### config.mk
export PLATFORM = sky130hd
export DESIGN_NAME = qsmd_top
export DESIGN_NICKNAME = d
export VERILOG_FILES = /design/src/rtl/qsmd_pkg.sv /design/src/rtl/qsmd_top.sv
export VERILOG_INCLUDE_DIRS = /design/src /design/src/rtl
export SDC_FILE = /design/constraint.sdc
export NUM_CORES = 1
export LEC_CHECK = 0
export BUFFER_PORTS_ARGS = -buffer_cell sky130_fd_sc_hd__buf_2
export CORE_ASPECT_RATIO = 2
export CORE_UTILIZATION = 45
export DETAILED_ROUTE_END_ITERATION = 12
export PLACE_DENSITY = 0.66
export SYNTH_ARGS = -nofsm -noshare
export SYNTH_HDL_FRONTEND = slang
export SYNTH_SLANG_ARGS = --single-unit
### constraint.sdc
create_clock -name hclk -period 3 [get_ports hclk]
set_input_delay 0.45 -clock hclk [delete_from_list [all_inputs] [get_ports hclk]]
set_output_delay 0.45 -clock hclk [all_outputs]
set_load 0.05 [all_outputs]
### src/rtl/qsmd_cfg.svh
// Operation
// - dword 23 bits 31:24 hold quad-instruction DTR opcode
// - bits 23:21 hold mode clocks, zero if none
// - one DTR quad mode clock carries eight bits
// - bits 20:16 hold dummy clocks, zero if none
// - dummy clock count should be above zero
// - bits 15:8 hold single-lane-instruction DTR opcode
// - bits 7:5 hold its mode clock count
// - bits 4:0 hold its dummy clock count
// - sector map table provided for mixed sectors
// - region is contiguous same-size same-erase sectors
// - header length field counts dwords from one
// - header holds major and minor revision bytes
// - identifier split across both header dwords
// - table start pointer is dword-aligned byte address
// - command descriptors precede map descriptors
// - over two configurations need several command descriptors
// - command descriptor is two dwords of fields
// - detection command returns one byte, no mode
`ifndef QSMD_CFG_SVH
`define QSMD_CFG_SVH
`define QSMD_OFS_CTRL      8'h00
`define QSMD_OFS_QREAD     8'h04
`define QSMD_OFS_CFGSEL    8'h08
`define QSMD_OFS_STATUS    8'h0C
`define QSMD_CTRL_RST      32'h0000_0801
`define QSMD_QREAD_RST     32'hEE22_ED22
`define QSMD_CFGSEL_RST    8'h00
`define QSMD_OP_PRM_RD     8'h5A
`define QSMD_OP_CFG_RD     8'h65
`define QSMD_PRM_DUMMY     5'h08
`define QSMD_BASIC_IDX     5'h16
`define QSMD_HDR_IDX       5'h17
`define QSMD_MAP_IDX       5'h19
`define QSMD_MAP_LEN       8'h0C
`define QSMD_MAP_MAJOR     8'h01
`define QSMD_MAP_MINOR     8'h00
`define QSMD_ID_LSB        8'h5C
`define QSMD_ID_MSB        8'h3A
`define QSMD_MAP_PTR       24'h00_0064
`define QSMD_CMD_ALEN      2'h1
`define QSMD_CMD_RSVD      2'h3
`define QSMD_REGION_DW     32'h0003_FFF4
`define QSMD_NUM_CFG       4
`endif

### src/rtl/qsmd_pkg.sv
package qsmd_pkg;
  typedef struct packed {
    logic [7:0] instr4;
    logic [2:0] mode4;
    logic [4:0] dummy4;
    logic [7:0] instr1;
    logic [2:0] mode1;
    logic [4:0] dummy1;
  } qsmd_qread_s;

  typedef struct packed {
    logic       sck;
    logic       cs_n;
    logic       mosi;
  } qsmd_link_s;

  typedef enum logic [2:0] {
    ST_IDLE,
    ST_INSTR,
    ST_ADDR,
    ST_WAIT,
    ST_DATA,
    ST_IGNORE
  } qsmd_state_e;
endpackage : qsmd_pkg

### src/rtl/qsmd_top.sv
// The AHB-Lite slave port and the register offsets were decided locally.
`timescale 1ns/1ps
`include "qsmd_cfg.svh"
module qsmd_top
  import qsmd_pkg::*;
(
  input  wire logic        hclk,
  input  wire logic        hresetn,
  input  wire logic        ce,
  input  wire logic        hsel,
  input  wire logic [31:0] haddr,
  input  wire logic [1:0]  htrans,
  input  wire logic        hwrite,
  input  wire logic [2:0]  hsize,
  input  wire logic [31:0] hwdata,
  input  wire logic        hready,
  output logic      [31:0] hrdata,
  output logic             hreadyout,
  output logic             hresp,
  input  wire logic        link_sck,
  input  wire logic        link_cs_n,
  input  wire logic [3:0]  link_io_in,
  output logic      [3:0]  link_io_out,
  output logic      [3:0]  link_io_oe
);

  qsmd_link_s   raw;
  qsmd_link_s   s1_r;
  qsmd_link_s   s2_r;
  logic         sck_d_r;
  logic         rise;
  logic         fall;
  logic         cs_act;

  logic [31:0]  ctrl_r;
  qsmd_qread_s  qread_r;
  logic [7:0]   cfgsel_r;
  logic [7:0]   cmd_cnt_r;
  logic [7:0]   last_op_r;

  logic         wr_pend_r;
  logic [7:0]   wr_ofs_r;
  logic         ahb_go;
  logic [31:0]  rd_val;

  qsmd_state_e  st_r;
  logic [4:0]   cnt_r;
  logic [7:0]   sh_r;
  logic [7:0]   op_r;
  logic [23:0]  addr_r;
  logic [7:0]   ob_r;
  logic [2:0]   bcnt_r;
  logic         dout_r;
  logic         oe_r;
  logic [4:0]   wait_len;
  logic [7:0]   instr_in;
  logic [23:0]  addr_in;

  logic [31:0]  ptab [0:31];

  // link pins cross into hclk through two flops each
  assign raw = '{sck: link_sck, cs_n: link_cs_n, mosi: link_io_in[0]};

  always_ff @(posedge hclk or negedge hresetn)
  begin
    if (!hresetn)
    begin
      s1_r    <= '{sck: 1'b0, cs_n: 1'b1, mosi: 1'b0};
      s2_r    <= '{sck: 1'b0, cs_n: 1'b1, mosi: 1'b0};
      sck_d_r <= 1'b0;
    end
    else if (ce)
    begin
      s1_r    <= raw;
      s2_r    <= s1_r;
      sck_d_r <= s2_r.sck;
    end
  end

  assign cs_act = !s2_r.cs_n && ctrl_r[0];
  assign rise   = cs_act && s2_r.sck && !sck_d_r;
  assign fall   = cs_act && !s2_r.sck && sck_d_r;

  // parameter space: basic table, map header, sector map table
  always_comb
  begin
    for (int i = 0; i < 32; i++)
      ptab[i] = 32'h0000_0000;
    ptab[`QSMD_BASIC_IDX] = qread_r;
    ptab[`QSMD_HDR_IDX] = {`QSMD_MAP_LEN, `QSMD_MAP_MAJOR,
                           `QSMD_MAP_MINOR, `QSMD_ID_LSB};
    ptab[`QSMD_HDR_IDX + 5'h1] = {`QSMD_ID_MSB, `QSMD_MAP_PTR};
    // two detection descriptors select among four maps, ahead of the maps
    for (int c = 0; c < 2; c++)
    begin
      ptab[`QSMD_MAP_IDX + 5'(2 * c)] = {8'(8'h01 << c), `QSMD_CMD_ALEN,
                                         `QSMD_CMD_RSVD, ctrl_r[11:8],
                                         `QSMD_OP_CFG_RD, 6'h3F, 1'b0, 1'(c)};
      ptab[`QSMD_MAP_IDX + 5'(2 * c + 1)] = 32'h0000_0000;
    end
    // words past the last stored index are dropped, never wrapped to the bottom
    for (int m = 0; m < `QSMD_NUM_CFG; m++)
    begin
      if (`QSMD_MAP_IDX + 4 + 2 * m < 32)
        ptab[`QSMD_MAP_IDX + 4 + 2 * m] = {16'h0000, 8'(m), 6'h3F, 1'b1,
                                           1'(m == `QSMD_NUM_CFG - 1)};
      if (`QSMD_MAP_IDX + 5 + 2 * m < 32)
        ptab[`QSMD_MAP_IDX + 5 + 2 * m] = `QSMD_REGION_DW;
    end
  end

  function automatic logic [7:0] byte_at(input logic [7:0] op, input logic [23:0] a,
                                         input logic [7:0] sel);
    logic [31:0] w;
    w = ptab[a[6:2]];
    if (op == `QSMD_OP_CFG_RD)
      byte_at = sel;
    else if (a[23:7] != 17'h0)
      byte_at = 8'h00;
    else
      byte_at = w[8 * a[1:0] +: 8];
  endfunction : byte_at

  // detection command latency is software programmable, parameter read is fixed
  assign wait_len = (op_r == `QSMD_OP_CFG_RD) ? {1'b0, ctrl_r[11:8]} : `QSMD_PRM_DUMMY;
  assign instr_in = {sh_r[6:0], s2_r.mosi};
  assign addr_in  = {addr_r[22:0], s2_r.mosi};

  always_ff @(posedge hclk or negedge hresetn)
  begin
    if (!hresetn)
    begin
      st_r   <= ST_IDLE;
      cnt_r  <= 5'h00;
      sh_r   <= 8'h00;
      op_r   <= 8'h00;
      addr_r <= 24'h00_0000;
      ob_r   <= 8'h00;
      bcnt_r <= 3'h0;
    end
    else if (ce)
    begin
      if (!cs_act)
      begin
        st_r  <= ST_IDLE;
        cnt_r <= 5'h00;
      end
      else
      begin
        case (st_r)
          ST_IDLE:
          begin
            st_r  <= ST_INSTR;
            cnt_r <= 5'h00;
          end
          ST_INSTR:
            if (rise)
            begin
              sh_r  <= instr_in;
              cnt_r <= cnt_r + 5'h01;
              if (cnt_r == 5'h07)
              begin
                op_r  <= instr_in;
                cnt_r <= 5'h00;
                if (instr_in == `QSMD_OP_PRM_RD || instr_in == `QSMD_OP_CFG_RD)
                  st_r <= ST_ADDR;
                else
                  st_r <= ST_IGNORE;
              end
            end
          ST_ADDR:
            if (rise)
            begin
              addr_r <= addr_in;
              cnt_r  <= cnt_r + 5'h01;
              if (cnt_r == 5'h17)
              begin
                cnt_r  <= 5'h00;
                bcnt_r <= 3'h0;
                if (wait_len == 5'h00)
                begin
                  st_r <= ST_DATA;
                  ob_r <= byte_at(op_r, addr_in, cfgsel_r);
                end
                else
                  st_r <= ST_WAIT;
              end
            end
          ST_WAIT:
            // lanes stay released by the device until the falling edge of the last wait clock
            if (rise)
            begin
              cnt_r <= cnt_r + 5'h01;
              if (cnt_r == wait_len - 5'h01)
              begin
                st_r <= ST_DATA;
                ob_r <= byte_at(op_r, addr_r, cfgsel_r);
              end
            end
          ST_DATA:
            if (fall)
            begin
              bcnt_r <= bcnt_r + 3'h1;
              ob_r   <= {ob_r[6:0], 1'b0};
              if (bcnt_r == 3'h7)
              begin
                addr_r <= addr_r + 24'h00_0001;
                ob_r   <= byte_at(op_r, addr_r + 24'h00_0001, cfgsel_r);
              end
            end
          ST_IGNORE:
            st_r <= ST_IGNORE;
          default:
            st_r <= ST_IDLE;
        endcase
      end
    end
  end

  // serial output changes on falling link clock, stays driven until deselect
  always_ff @(posedge hclk or negedge hresetn)
  begin
    if (!hresetn)
    begin
      dout_r <= 1'b0;
      oe_r   <= 1'b0;
    end
    else if (ce)
    begin
      if (!cs_act)
        oe_r <= 1'b0;
      else if (fall && st_r == ST_DATA)
      begin
        dout_r <= ob_r[7];
        oe_r   <= 1'b1;
      end
    end
  end

  assign link_io_out = {2'b00, dout_r, 1'b0};
  assign link_io_oe  = {2'b00, oe_r, 1'b0};

  always_ff @(posedge hclk or negedge hresetn)
  begin
    if (!hresetn)
    begin
      cmd_cnt_r <= 8'h00;
      last_op_r <= 8'h00;
    end
    else if (ce && st_r == ST_INSTR && rise && cnt_r == 5'h07)
    begin
      cmd_cnt_r <= cmd_cnt_r + 8'h01;
      last_op_r <= instr_in;
    end
  end

  // bus slave: zero wait states, writes land in the data phase
  assign ahb_go    = hsel && htrans[1] && hready;
  assign hreadyout = 1'b1;
  assign hresp     = 1'b0;

  always_comb
  begin
    case (haddr[7:0])
      `QSMD_OFS_CTRL:   rd_val = ctrl_r;
      `QSMD_OFS_QREAD:  rd_val = qread_r;
      `QSMD_OFS_CFGSEL: rd_val = {24'h00_0000, cfgsel_r};
      `QSMD_OFS_STATUS: rd_val = {8'h00, cmd_cnt_r, last_op_r, 5'h00, st_r == ST_DATA,
                                  oe_r, cs_act};
      default:          rd_val = 32'h0000_0000;
    endcase
    if (haddr[31:8] != 24'h00_0000)
      rd_val = 32'h0000_0000;
  end

  always_ff @(posedge hclk or negedge hresetn)
  begin
    if (!hresetn)
    begin
      wr_pend_r <= 1'b0;
      wr_ofs_r  <= 8'h00;
      hrdata    <= 32'h0000_0000;
    end
    else if (ce)
    begin
      wr_pend_r <= ahb_go && hwrite && haddr[31:8] == 24'h00_0000;
      wr_ofs_r  <= haddr[7:0];
      if (ahb_go && !hwrite)
        hrdata <= rd_val;
    end
  end

  always_ff @(posedge hclk or negedge hresetn)
  begin
    if (!hresetn)
    begin
      ctrl_r   <= `QSMD_CTRL_RST;
      qread_r  <= `QSMD_QREAD_RST;
      cfgsel_r <= `QSMD_CFGSEL_RST;
    end
    else if (ce && wr_pend_r)
    begin
      case (wr_ofs_r)
        `QSMD_OFS_CTRL:   ctrl_r   <= {20'h0_0000, hwdata[11:8], 7'h00, hwdata[0]};
        `QSMD_OFS_QREAD:  qread_r  <= hwdata;
        `QSMD_OFS_CFGSEL: cfgsel_r <= hwdata[7:0];
        default:          ctrl_r   <= ctrl_r;
      endcase
    end
  end

endmodule : qsmd_top

==> results.md <==
* Total Power Consumption at 4.95 mW
* Count of TritonRoute iterations in the first routing pass at 6
* WS Path Type: reg2reg
* Critical register-to-register path startpoint: op_r[4]
* Tot GR Track Use at 32.6%
* Max-Slew Margin vs Limit at 45.2%
* Die Ht at 228 um
* Share of the cycle needed by the critical path after routing at 95.3%
* Hold Violations, Final at 10
* Register-to-register path setup slack at 0.14 ns
* Pwr per Cell Area at 374 nW/um2
* Post-synth cell types at 105
* Slowest cell delay on critical path at 0.40 ns
* Fraction of the yosys area taken by sequential cells at 37.0%
* Final critical delay including setup and external delays at 2.86 ns
* Number of clock sinks at 169
* TritonCTS Buffers at 17
* Leakage at 5.68 nW
* Hold_ws at -0.0115 ns
* Logic depth of the worst path, buffers included at 11
* Mux contribution to synthesized area at 9.53%
* Slew at the pin closest to its max-slew limit at 0.820 ns
* Initial antenna violation count at 0
* Area growth syn-to-layout at 15.1%
* Dominant cells by area after synthesis: sky130_fd_sc_hd__dfrtp_1 32%, sky130_fd_sc_hd__mux2_2 7.0%, sky130_fd_sc_hd__dfstp_2 4.6%, sky130_fd_sc_hd__nand2_1 4.2%, sky130_fd_sc_hd__o21ai_0 3.7%
* Residual overflow from global routing at 0
* Buf/Inv on CP at 1
* Startpoint kind of the worst setup timing path: flop
* Worst-path cell chain: and4bb_4 > and2_4 > nand2_1 > ha_4 > xnor2_1 > a221o_1 > o41ai_4 > and3_4 > buf_12 > mux2i_1 > o21ai_1
* Failing checks: negative hold slack
* Worst reg2reg path depth at 11
* Cell family contributing the most delay on the critical path: simple AND/OR/NAND/NOR gates
* Clk slew on worst S/H paths at 0.07 ns
* Count of port buffers added during placement at 107
* VDD IR max at 596 uV
* Cell total after placement at 1676
* DRC viols at 0
* Post-synthesis async set-or-reset flop share at 100%
* Main flop type after synthesis: sky130_fd_sc_hd__dfrtp_1
* Combinational family with the most area after synthesis: compound AO/OA/AOI/OAI gates
* Type of the most critical hold path: in2async
* Number of pins with negative max-slew slack in the final report at 0
* Final net count at 1459
* Count of yosys warnings during synthesis at 0
* Final routed wirelength across all metal layers at 40.9 mm
* Critical path arrival at 3.20 ns
* Post-DRT Antenna Nets at 0
* Ports placed on the boundary at 123
* Post-synthesis instance area at 11500 um2
* Slowest cell on crit path: sky130_fd_sc_hd__o41ai_4
* Post-CTS setup repair buffer count at 0
* Min setup slack post-route at 0.140 ns
* Cell type with the largest total area after synthesis: sky130_fd_sc_hd__dfrtp_1
* Flops & latches, synth at 169
* Vias/cell at 6.31
* Count of standard-cell rows at 82
* End of the worst register-to-register path: ob_r[5]
* Beginning of the critical path: op_r[4]
* First-pass GRT wire length at 63.1 mm
* Synthesized-area fraction occupied by ao, oa, aoi and oai cells at 22.5%
* Fraction of final layout cells with drive strength greater than 1 at 26.8%
* Vias in the first global route at 10698
* Final Instance Count excl. Fillers at 1709
* Maximum number of buffers from clock root to sink at 2
* Highest clock rate at 350 MHz
* Setup total negative slack at 0 ns
* Xor-xnor portion of the synthesized cell area at 2.12%
* Post-route clock skew at 0.0122 ns
* Root Buffer Master: sky130_fd_sc_hd__clkbuf_16
* Total of max-cap violations at 0
* Synthesized area per cell at 9.06 um2
* Critical path fanouts, max at 13
* Kind of end point of the critical path: flop
* End point of the critical path: ob_r[5]
* Number of flops mapped to enable cells by yosys at 0
* H-tree depth reported by CTS at 4
* Area of the die at 26200 um2
* Total number of vias at 10786
* Arithmetic-cell share of the synthesized area counting full adders, half adders and majority gates at 2.07%
* Outcome: complete, but fails checks
* Global placer's final weighted congestion at 1.02
* Effective utilization at floorplan at 45.9%
* Detail Placement HPWL at 30.4 mm
* Synth Area in Simple Gates at 20.6%
* Top cell type's share of synthesized area at 32.4%
* Setup Viol. Count Final at 0
* Width of the die at 115 um
* Endpoint required time on the critical path at 3.34 ns
* RSZ-0062 raised after global routing: no
* Setup slack after placement at 0.0682 ns
* Per-cell routed wire length at 23.9 um
* DR iter-0 viols at 897
* Largest net degree at the start of global routing at 63
* TritonCTS clock tree: built
* Core area at 25000 um2
* Cells after synthesis at 1269
* Final core area utilization at 52.8%
* Clock latency reported for the late side of the worst-skew pair at 0.47 ns
[metrics by stage]
step / cell area [um2] / hold WS, ns
global route: 13200 / 0.0397
CTS: 13200 / 0.00168
global placement: 12600 / 0.442
finish: 13200 / -0.0115
detailed placement: 12600 / 0.449
floorplan: 11500 / 0.154
[metal layers]
| metal | global-route usage, % | vias up | part of all wire [%] |
|---|---|---|---|
| met5 | 0 | - | 0 |
| met1 | 34.0 | 5306 | 35 |
| met2 | 56.2 | 432 | 52 |
| li1 | - | 4870 | - |
| met4 | 26.1 | 0 | 8.2 |
| met3 | 6.00 | 178 | 5.1 |
[layout by cell type, fill, tap and decap left out, types with 19 or more instances in the layout]
master,instances
sky130_fd_sc_hd__o21ai_0,83
sky130_fd_sc_hd__a21oi_1,78
sky130_fd_sc_hd__mux2i_1,25
sky130_fd_sc_hd__nand3_1,32
sky130_fd_sc_hd__inv_1,20
sky130_fd_sc_hd__nor2_1,83
sky130_fd_sc_hd__mux2_2,71
sky130_fd_sc_hd__a22o_1,31
sky130_fd_sc_hd__buf_2,106
sky130_fd_sc_hd__nor4_1,19
sky130_fd_sc_hd__nand2_1,129
sky130_fd_sc_hd__dfrtp_1,148
sky130_fd_sc_hd__buf_4,73
sky130_fd_sc_hd__dfstp_2,20
sky130_fd_sc_hd__nand4_1,27
[how the worst min path moves through the flow]
stage / from / endpoint / slack [ns] / cells past startpoint
finish: hresetn / addr_r[9] / -0.01 / 1
global route: hresetn / addr_r[9] / 0.04 / 1
CTS: hresetn / addr_r[11] / 0.002 / 1
detailed placement: op_r[3] / op_r[3] / 0.45 / 2
global placement: op_r[7] / op_r[7] / 0.44 / 2
floorplan: hresetn / addr_in[0] / 0.15 / 0
[repair_timing]
item,4_1_cts,5_1_grt
gates resized for setup,0,14
hold buffers,0,0
setup endpoints to repair,0,10
[sequential cells by signal (all words and copies together), names as in the netlist, 5 cells and up]
signal	flops
addr_r	24
ptab	32
ctrl_r	5
sh_r	7
cmd_cnt_r	8
ob_r	8
wr_ofs_r	8
cnt_r	5
hrdata	32
cfgsel_r	8
last_op_r	8
op_r	8
[cells by family (layout without fill, tap and decap cells)]
kind of cell | count (synthesis) | in the layout
AND/OR/NAND/NOR | 439 | 439
AO/OA/AOI/OAI | 376 | 376
flip-flops | 169 | 169
buffers and inverters | 142 | 239
multiplexers | 98 | 98
XOR/XNOR | 24 | 24
adder cells (fa/ha/maj) | 19 | 19
other | 2 | 9
[Yosys cell counts (18+ instances only)]
cell / count
sky130_fd_sc_hd__a21oi_1: 78
sky130_fd_sc_hd__a22o_1: 31
sky130_fd_sc_hd__buf_2: 33
sky130_fd_sc_hd__clkbuf_1: 62
sky130_fd_sc_hd__dfrtp_1: 149
sky130_fd_sc_hd__dfstp_2: 20
sky130_fd_sc_hd__ha_1: 19
sky130_fd_sc_hd__inv_1: 20
sky130_fd_sc_hd__mux2_2: 71
sky130_fd_sc_hd__mux2i_1: 25
sky130_fd_sc_hd__nand2_1: 129
sky130_fd_sc_hd__nand3_1: 33
sky130_fd_sc_hd__nand4_1: 27
sky130_fd_sc_hd__nor2_1: 83
sky130_fd_sc_hd__nor3_1: 18
sky130_fd_sc_hd__nor4_1: 19
sky130_fd_sc_hd__o21ai_0: 84
[report_power, final]
group / leakage, nW / switching (mW) / internal, mW / total [mW]
Combinational: 3.16 / 0.186 / 0.112 / 0.298
Sequential: 2.24 / 0.0349 / 2.31 / 2.35
Clock: 0.291 / 1.07 / 1.24 / 2.31
Total: 5.68 / 1.29 / 3.66 / 4.95
[worst register-to-register path, cell delays in order (launching register included)]
cell and delay (ns):
sky130_fd_sc_hd__dfrtp_1 0.38, sky130_fd_sc_hd__and4bb_4 0.39, sky130_fd_sc_hd__and2_4 0.16, sky130_fd_sc_hd__nand2_1 0.10, sky130_fd_sc_hd__ha_4 0.24, sky130_fd_sc_hd__xnor2_1 0.12, sky130_fd_sc_hd__a221o_1 0.30, sky130_fd_sc_hd__o41ai_4 0.40
sky130_fd_sc_hd__and3_4 0.25, sky130_fd_sc_hd__buf_12 0.13, sky130_fd_sc_hd__mux2i_1 0.20, sky130_fd_sc_hd__o21ai_1 0.09
[cell type report]
type                    count  area [um2]
diodes                      1        2.50
inverters                  20        75.1
well taps                 336         420
clock buffers              20         467
fillers                  2382       11800
clock inverters            12         133
flip-flops and latches    169        4260
repair buffers            187        1230
multi-input cells         964        6640
(Power assumes the default switching activity.)
